==> src/verilog/fsm_pkg.sv <==
// Package of constants and types for the fault and status manager
package fsm_pkg;
  // Error bit positions
  localparam int ERR_LOWV  = 0;
  localparam int ERR_STEP  = 1;
  localparam int ERR_TEMP  = 2;
  localparam int ERR_CURR  = 3;
  localparam int ERR_REF   = 4;
  localparam int ERR_NUM   = 5;
  // Blink timing: half period of the status flash
  localparam int BLINK_HALF_MS = 250;
  localparam int CLK_KHZ       = 10_000;
  localparam int BLINK_CYC     = BLINK_HALF_MS * CLK_KHZ;
  localparam int BLINK_W       = 22;
  localparam logic [BLINK_W-1:0] BLINK_LAST = BLINK_W'(BLINK_CYC - 1);
  // Status colour
  typedef enum logic [1:0] {FSM_GREEN, FSM_ORANGE, FSM_RED} fsm_colour_e;
endpackage

==> src/verilog/fsm_fault_status.sv <==
// Fault and warning supervision with status LED and fault output
module fsm_fault_status
  import fsm_pkg::*;
#(
  parameter int BLINK_CYCLES = BLINK_CYC
)
(
  // Clock and reset
  input  wire logic I_REF_CLK,
  input  wire logic I_RST,
  // Fault detector levels (pins)
  input  wire logic I_SUPPLY_LOW,
  input  wire logic I_STEP_LOSS,
  input  wire logic I_OVER_TEMP,
  input  wire logic I_OVER_CURRENT,
  input  wire logic I_REF_NOT_FOUND,
  input  wire logic [ERR_NUM-1:0] I_CRITICAL_MASK,
  // Operation and warning sources (pins)
  input  wire logic I_AUTO_MODE,
  input  wire logic I_UNCONFIGURED,
  input  wire logic I_ACTUATOR_CHANGED,
  input  wire logic I_REF_RUN_DONE,
  input  wire logic I_CONFIG_LOADED,
  // Acknowledge sources (pins)
  input  wire logic I_TOOL_ACK,
  input  wire logic I_BTN_OPEN,
  input  wire logic I_BTN_CLOSE,
  input  wire logic I_EXT_RESET,
  // Outputs
  output logic      O_LED_RED,
  output logic      O_LED_GREEN,
  output logic      O_FAULT_OUTPUT,
  output logic      O_FAULT_LED,
  output logic [ERR_NUM-1:0] O_ERRORS,
  output logic      O_WARNING
);
  // Positions of each pin in the synchroniser vector
  // Event and mode levels
  localparam int SYN_EXT  = 0;
  localparam int SYN_TOOL = 1;
  localparam int SYN_CFG  = 2;
  localparam int SYN_RUN  = 3;
  localparam int SYN_ACT  = 4;
  localparam int SYN_UNCF = 5;
  localparam int SYN_AUTO = 6;
  // Detector levels in error bit order, then their critical flags
  localparam int SYN_DET  = 7;
  localparam int SYN_CRIT = SYN_DET + ERR_NUM;
  localparam int NIN      = SYN_CRIT + ERR_NUM;
  logic [NIN-1:0] raw;
  logic [NIN-1:0] syn;
  logic [NIN-1:0] syn_d;

  // Pins packed in the order of the positions above
  assign raw = {I_CRITICAL_MASK, I_REF_NOT_FOUND, I_OVER_CURRENT, I_OVER_TEMP, I_STEP_LOSS,
                I_SUPPLY_LOW, I_AUTO_MODE, I_UNCONFIGURED, I_ACTUATOR_CHANGED,
                I_REF_RUN_DONE, I_CONFIG_LOADED, I_TOOL_ACK, I_EXT_RESET};

  // One synchroniser per pin
  genvar g;
  generate
    for (g = 0; g < NIN; g++) begin : g_sync
      fsm_sync u_sync (
        .i_clk   (I_REF_CLK),
        .i_rst   (I_RST),
        .i_pin   (raw[g]),
        .o_level (syn[g])
      );
    end
  endgenerate

  // Front buttons kept apart, so that their overlap can be judged
  logic btn_open;
  logic btn_close;
  fsm_sync u_open  (.i_clk(I_REF_CLK), .i_rst(I_RST), .i_pin(I_BTN_OPEN),  .o_level(btn_open));
  fsm_sync u_close (.i_clk(I_REF_CLK), .i_rst(I_RST), .i_pin(I_BTN_CLOSE), .o_level(btn_close));

  // Decoded clean levels
  logic [ERR_NUM-1:0] crit_mask;
  logic [ERR_NUM-1:0] det;
  logic auto_mode;
  logic unconf;
  logic both_btn;
  logic both_btn_d;
  assign crit_mask = syn[SYN_CRIT +: ERR_NUM];
  assign det       = syn[SYN_DET +: ERR_NUM];
  assign auto_mode = syn[SYN_AUTO];
  assign unconf    = syn[SYN_UNCF];
  assign both_btn  = btn_open & btn_close;

  // Rising edges of event inputs; edge flops reset low like the idle pins, so no false edge
  logic act_rise;
  logic refrun_rise;
  logic cfg_rise;
  logic tool_rise;
  logic ext_rise;
  assign act_rise    = syn[SYN_ACT] & ~syn_d[SYN_ACT];
  assign refrun_rise = syn[SYN_RUN] & ~syn_d[SYN_RUN];
  assign cfg_rise    = syn[SYN_CFG] & ~syn_d[SYN_CFG];
  assign tool_rise   = syn[SYN_TOOL] & ~syn_d[SYN_TOOL];
  assign ext_rise    = syn[SYN_EXT] & ~syn_d[SYN_EXT];

  // Acknowledge decode; external reset only counts in automatic mode
  logic btn_ack;
  logic ext_ack;
  logic ack;
  assign btn_ack = both_btn & ~both_btn_d;
  assign ext_ack = ext_rise & auto_mode;
  assign ack     = tool_rise | btn_ack | ext_ack;

  // Error, critical latch and warning state
  logic [ERR_NUM-1:0] err;
  logic [ERR_NUM-1:0] crit;
  logic [ERR_NUM-1:0] next_err;
  logic [ERR_NUM-1:0] next_crit;
  logic warn_evt;
  logic next_warn_evt;

  // Tool acknowledge of a non-critical heat or current error leaves a warning
  logic tool_warn;
  assign tool_warn = tool_rise && (err[ERR_TEMP] || err[ERR_CURR]) && !crit[ERR_TEMP] && !crit[ERR_CURR];

  // Next error, critical and warning state
  always_comb begin
    next_err      = err;
    next_crit     = crit | (det & crit_mask);
    next_warn_evt = warn_evt;
    // Clear first, so that a warning source in the same cycle wins
    if (refrun_rise || cfg_rise) begin
      next_warn_evt = 1'b0;
    end
    if (ack) begin
      next_err = crit;
    end
    if (tool_warn || act_rise) begin
      next_warn_evt = 1'b1;
    end
    // Detection set wins over acknowledge clear
    next_err = next_err | det | next_crit;
  end

  // Warning is pending while unconfigured or a latched warning event exists
  logic warn;
  assign warn = warn_evt | unconf;

  // Colour selection
  fsm_colour_e colour;
  always_comb begin
    if (|err) begin
      colour = FSM_RED;
    end else if (warn) begin
      colour = FSM_ORANGE;
    end else begin
      colour = FSM_GREEN;
    end
  end

  // Blink divider; a one-cycle tick marks each half flash period
  logic [BLINK_W-1:0] blink_cnt;
  logic [BLINK_W-1:0] next_blink_cnt;
  logic blink_tick;
  logic phase;
  logic next_phase;
  always_comb begin
    blink_tick     = (blink_cnt >= BLINK_W'(BLINK_CYCLES - 1));
    next_blink_cnt = blink_cnt + BLINK_W'(1);
    if (blink_tick) begin
      next_blink_cnt = '0;
    end
  end

  // Flash phase flips on each tick
  always_comb begin
    next_phase = phase;
    if (blink_tick) begin
      next_phase = ~phase;
    end
  end

  // Output next values; orange is red and green lit together
  logic next_red;
  logic next_green;
  logic next_fault;
  always_comb begin
    next_red   = phase && (colour != FSM_GREEN);
    next_green = phase && (colour != FSM_RED);
    next_fault = auto_mode && (|err);
  end

  // State and output registers
  // Error and warning outputs carry the same one-cycle lag as the LEDs, so all move together
  always_ff @(posedge I_REF_CLK or posedge I_RST) begin
    if (I_RST) begin
      syn_d          <= '0;
      both_btn_d     <= 1'b0;
      err            <= '0;
      crit           <= '0;
      warn_evt       <= 1'b0;
      blink_cnt      <= '0;
      phase          <= 1'b0;
      O_LED_RED      <= 1'b0;
      O_LED_GREEN    <= 1'b0;
      O_FAULT_OUTPUT <= 1'b0;
      O_FAULT_LED    <= 1'b0;
      O_ERRORS       <= '0;
      O_WARNING      <= 1'b0;
    end else begin
      syn_d          <= syn;
      both_btn_d     <= both_btn;
      err            <= next_err;
      crit           <= next_crit;
      warn_evt       <= next_warn_evt;
      blink_cnt      <= next_blink_cnt;
      phase          <= next_phase;
      O_LED_RED      <= next_red;
      O_LED_GREEN    <= next_green;
      O_FAULT_OUTPUT <= next_fault;
      O_FAULT_LED    <= next_fault;
      O_ERRORS       <= err;
      O_WARNING      <= warn;
    end
  end
endmodule

==> src/verilog/fsm_sync.sv <==
// Three-flop input synchroniser with second/third agreement
module fsm_sync
  import fsm_pkg::*;
(
  // Clock and reset
  input  wire logic i_clk,
  input  wire logic i_rst,
  // Pin in, clean level out
  input  wire logic i_pin,
  output logic      o_level
);
  logic s1;
  logic s2;
  logic s3;
  logic next_level;

  // Level changes only once the two later stages agree
  always_comb begin
    next_level = o_level;
    if (s2 == s3) begin
      next_level = s3;
    end
  end

  // Stage registers; s1 is read by s2 alone
  always_ff @(posedge i_clk or posedge i_rst) begin
    if (i_rst) begin
      s1      <= 1'b0;
      s2      <= 1'b0;
      s3      <= 1'b0;
      o_level <= 1'b0;
    end else begin
      s1      <= i_pin;
      s2      <= s1;
      s3      <= s2;
      o_level <= next_level;
    end
  end
endmodule

==> config.mk <==
export PLATFORM = sky130hd
export DESIGN_NAME = fsm_fault_status
export DESIGN_NICKNAME = d
export VERILOG_FILES = /design/src/verilog/fsm_pkg.sv /design/src/verilog/fsm_fault_status.sv /design/src/verilog/fsm_sync.sv
export SDC_FILE = /design/constraint.sdc
export NUM_CORES = 1
export LEC_CHECK = 0
export BUFFER_PORTS_ARGS = -buffer_cell sky130_fd_sc_hd__buf_2
export CORE_ASPECT_RATIO = 1.5
export CORE_MARGIN = 4
export CORE_UTILIZATION = 58
export CTS_CLUSTER_DIAMETER = 80
export DETAILED_ROUTE_END_ITERATION = 12
export PLACE_DENSITY = 0.77
export SYNTH_ARGS = -nofsm -noshare
export SYNTH_HDL_FRONTEND = slang
export SYNTH_HIERARCHICAL = 1
export SYNTH_SLANG_ARGS = --single-unit
export TNS_END_PERCENT = 100
==> constraint.sdc <==
create_clock -name I_REF_CLK -period 2.1 [get_ports I_REF_CLK]
set_input_delay 0.315 -clock I_REF_CLK [delete_from_list [all_inputs] [get_ports I_REF_CLK]]
set_output_delay 0.315 -clock I_REF_CLK [all_outputs]
set_load 0.02 [all_outputs]
; Yosys cells after proc, flatten, opt, wreduce, memory -nomap -nowiden
; Index checks and enable logic that the tools add are counted.
[classes]
n_bitwise = 22
mux = 6
add_sub_neg = 1
n_eq_ne = 20
reduce_logical = 14
magnitude_cmp = 1
[op_table]
columns = cell, n
row1 = $add A22 B1 Y22 const B, 1
row2 = $ge A22 B22 Y1 const B, 1
row3 = $mux W22, 1
row4 = $eq A1 B1 Y1, 19
row5 = $or A5 B5 Y5, 3
row6 = $and A1 B1 Y1, 8
row7 = $not A1 Y1, 7
row8 = $logic_and A1 B1 Y1, 6
row9 = $and A5 B5 Y5, 1
row10 = $mux W5, 1
row11 = $reduce_or A5 Y1, 1
row12 = $reduce_bool A2 Y1, 2
row13 = $logic_or A1 B1 Y1, 3
row14 = $mux W1, 3
row15 = $or A1 B1 Y1, 3
row16 = $logic_not A1 Y1, 2
row17 = $mux W2, 1
row18 = $ne A2 B2 Y1 const B, 1
[totals]
reg_bits = 125
output_inout_bits = 10
inputBits = 21
word_cells = 152

; Longest topological paths before layout
[logic_depth]
ltp_word = 7
depth_mapped = 7
mapped_depth_nobuf = 6

; Hierarchy
; Netlist, hierarchy kept.
[by_module_without_submodules]
columns = mod, seq_area_each_um2, cells_each, area_per_inst_um2, n_inst
row1 = fsm_sync, 100.1, 6, 115.1, 19
row2 = fsm_fault_status, 1226.2, 170, 1991.9, 1

; Worst setup path before layout
; No wires, ideal clock.
[synth_timing]
kind = reg-to-reg
startpoint = register blink_cnt[15]
endpoint = register blink_cnt[13]
slack_ns = 0.315
stages_incl_launch_ff = 7
path_buffers = 1
setup_ns = 0.119
arrival_ns = 1.666
synth_period_minus_slack_ns = 1.785
cell_sequence = dfrtp_1 or4_4 a211oi_2 a211oi_1 a21boi_2 buf_6 nor2_1
[synth_via]
elab_chain_len = 2
[synth_lines]
columns = element, line_no
row1 = "start, declared", fsm_fault_status.sv:159  ; logic [BLINK_W-1:0] blink_cnt;
row2 = "start signal, assigned", fsm_fault_status.sv:213  ; blink_cnt <= next_blink_cnt;
row3 = $ge A22 B22 Y1, fsm_fault_status.sv:165  ; blink_tick = (blink_cnt >= BLINK_W'(BLINK_CYCLES - 1));
row4 = $mux W22, fsm_fault_status.sv:167  ; if (blink_tick) begin
row5 = net next_blink_cnt[13], fsm_fault_status.sv:160  ; logic [BLINK_W-1:0] next_blink_cnt;
; The timed path passes the listed nets, and every way through them passes these cells.
; A chain may end at the register's enable or synchronous reset.

; Final worst setup path
[layout_timing]
startpoint = register blink_cnt[15]
endpoint = register blink_cnt[15]
[layout_via]
elab_chain_len = 2
word_cells_on_any_way = 3
cone_classes = 1 x add/sub / 1 x order compare / 1 x mux
[layout_lines]
columns = element, line_no
row1 = $add A22 B1 Y22 or $ge A22 B22 Y1 (tied branches), "fsm_fault_status.sv:166, fsm_fault_status.sv:165"
row2 = $mux W22 (*), fsm_fault_status.sv:167
row3 = net next_blink_cnt[15], fsm_fault_status.sv:160
; Mark *: on every way through the listed nets, which the timed path passes. The rest lies on a longest branch.

==> results by group <==
Placement
  • Inst Count DP: around 390
  • Port bufs: 30
  • Area after DPL: 4450 µm²
  • Placer Congestion: 0.821
  • DP HPWL: 4340 µm
  • Post-place setup slack: between 0.1 and 0.15 ns

Route
  • DRT Wirelength: 7520 µm
  • DRT iter0 DRCs: 120
  • Vias: 2373
  • Routed len/inst: between 15 and 20 µm
  • Post-detailed-route count of antenna-violating nets: 0
  • Via density: 5.32
  • DRC Markers: 0
  • DR pass1 iterations: 5

Yosys
  • Largest family of logic cells by synthesized area: simple AND/OR/NAND/NOR gates
  • Sequential area share after synthesis: 74.9%
  • Area contributors post-synth: dfrtp_1 75%, maj3_2 5.1%, xor2_1 2.5%, inv_1 2.4%, nor2_1 2.2%
  • Xor and xnor area share after synthesis: about 4.2%
  • Area fraction in compound gates after synthesis: 4.22%
  • Gate count of the mapped netlist: 284
  • Post-synth net total: 306
  • Cell taking the most area after synthesis: dfrtp_1
  • Unique cell type count in the Yosys netlist: 36
  • Seq cells post-synth: 125
  • Syn. warnings: 6
  • Simple-Gate Fraction of Synth Area: 8.17%
  • Yosys top cell area share: approximately three quarters
  • Adder-Cell Fraction of Synth Area: 5.42%
  • Syn avg cell area: around 15 µm²
  • Synthesized area: 4180 µm²
  • Mux cell area share after synthesis: 0%

Timing
  • Setup violators final: 0
  • F_max: 519 MHz
  • Final hold slack: 0.345 ns
  • Worst Tran Pin Value: roughly 0.65 ns
  • Tmin final: 1.93 ns
  • RSZ-0062 raised after global routing: no
  • Fin worst setup slack: ~0.17 ns
  • Final setup TNS: 0 ns
  • Clk_skew: 0.00834 ns
  • Final period util: 91.8%
  • Final-report hold violation count: 0
  • Worst slew margin: between 50 and 60%
  • Final Max Tran Viols: 0

Global routing
  • Initial antenna violation count: 0
  • GRT overflow: 0
  • Vias in the first global route: 2729
  • GRT Overall Usage: 20.6%
  • Pin count of the biggest net entering global routing: 39
  • First-pass GRT wire length: around 13000 µm

Power and ir drop
  • Clock share of power: 48.8%
  • Power share of the sequential group: 47.6%
  • Worst vdd ir: 0.922 mV
  • Design Power: 5.45 mW
  • Combinational share of power: under 10%
  • Net Sw Frac: approximately a fifth
  • Internal power: 4.32 mW
  • Leakage Power: 2.43 nW
  • Sw Pwr: about 1.1 mW
  • Power Density: 1050 nW/µm²

Final layout
  • Core Util, Final: 75.1%
  • Commonest non-fill, non-tap cells in the layout: 125 x dfrtp_1, 30 x buf_2, 26 x inv_1, 24 x nor2_1, 20 x dlygate4sd3_1
  • Design Area, Final: 5210 µm²
  • Post-Layout Cell Count: 446
  • Area grow syn2layout: 24.7%
  • Layout cells sized above 1: approximately 25%
  • # diodes: 0
  • Most common cell after layout, fill and taps aside: dfrtp_1
  • Nets@finish: 379

CTS
  • Clock Path Buffers: 2
  • H-tree Lvls: 4
  • TritonCTS buffer count: 17
  • CTS tree: done
  • Post_cts resized: 0
  • Clock root cell: clkbuf_8
  • CTS sink cnt: 125
  • Later-pin clock latency in the skew report: 0.51 ns
  • Clock-pin transition on the worst setup and hold timing paths: about 0.060 ns

Setup path
  • Worst Path Class, Setup: reg -> reg
  • Data required time of the critical path: roughly 2.5 ns
  • CP Launch Type: register
  • CP endpoint kind: register
  • Crit path DAT: around 2.3 ns
  • Crit Path Max Fanout: 10

Floorplan
  • Initial cell density of the core: 60.2%
  • Die ar.: 8660 µm²
  • Chip width: ~77 µm
  • Ports: 31
  • Die H: approximately 110 µm
  • Core box area: 6940 µm²
  • FP Rows: 37

Hold path
  • Hold Crit Class: reg -> reg

Outcome
  • Status: complete, no violations

Flow run
  • Max-Cap Viols: 0
## sequential cells by signal, summed over array words and instances, names as in the netlist, 5 cells and up
register / flops
blink_cnt: 22
g_sync.u_sync/o_level: 17
g_sync.u_sync/s1: 17
g_sync.u_sync/s2: 17
g_sync.u_sync/s3: 17
O_ERRORS: 5
crit: 5
err: 5
syn_d: 5
## cell type report
class	instances	area (µm²)
clock buffers	24	490
clock inverters	6	60.1
fillers	425	1730
inverters	27	101
multi-input cells	129	920
flip-flops and latches	125	3130
well taps	78	97.6
repair buffers	57	415
## worst paths after layout
path	start	endpoint	slack (ns)	cells past startpoint
max in group asynchronous	I_RST	blink_cnt[21]	1.12	4
min reg2reg	g_sync[10].u_sync/s1	g_sync[10].u_sync/s2	0.35	0
min	g_sync[10].u_sync/s1	g_sync[10].u_sync/s2	0.35	0
max	blink_cnt[15]	blink_cnt[15]	0.17	6
max reg2reg	blink_cnt[15]	blink_cnt[15]	0.17	6
min in group asynchronous	I_RST	g_sync[11].u_sync/s1	0.43	3
## cell families (layout without fill, tap and decap cells)
group | Yosys count | in the layout
xor+xnor | 20 | 20
compound gates | 22 | 22
buf+inv | 30 | 114
fa+ha+maj | 20 | 20
simple gates | 67 | 67
flops | 125 | 125
## power by group through the flow
stage / clock (mW) / sequential, mW / combinational [mW]
floorplan: 0 / 2.62 / 0.103
global placement: 0 / 2.62 / 0.158
detailed placement: 0 / 2.63 / 0.165
CTS: 2.70 / 2.60 / 0.202
global route: 2.82 / 2.61 / 0.223
finish: 2.66 / 2.59 / 0.198
## Yosys cell counts
cell type,instances
dfrtp_1,125
inv_1,27
nor2_1,24
maj3_2,19
xor2_1,12
nand3_1,11
nand2_1,8
xnor2_1,8
and3_1,6
a211o_1,5
a21o_1,5
nand4_1,4
a211oi_1,2
and2_1,2
buf_6,2
nor2b_1,2
nor4_1,2
o22ai_1,2
a211oi_2,1
a21boi_2,1
a21oi_1,1
and3_2,1
and3b_1,1
buf_4,1
ha_1,1
nand2b_1,1
nor2_2,1
nor3b_2,1
o2111ai_1,1
o21ai_0,1
o221ai_1,1
o31a_1,1
o31ai_1,1
or2_2,1
or4_1,1
or4_4,1
## layer usage
metal / wire (µm) / global-route usage (%) / vias up
met2: 3990 / 33.6 / 61
met3: 310 / 6.88 / 27
met5: 0 / 0 / -
met4: 300 / 12.2 / 0
li1: - / - / 1081
met1: 2920 / 23.5 / 1204
## repair_timing
item                       4_1_cts  5_1_grt
buffers inserted                 0        2
hold endpoints to repair       106        0
setup endpoints to repair        0        8
hold buffers                    20        0
## worst max-delay path: stages (launching register included)
cell	delay (ns)
dfrtp_1	0.42
or4_4	0.55
a211oi_2	0.20
a211oi_1	0.12
a21boi_2	0.24
buf_4	0.21
nor2_1	0.07
Power figures use the tool's default switching activity.
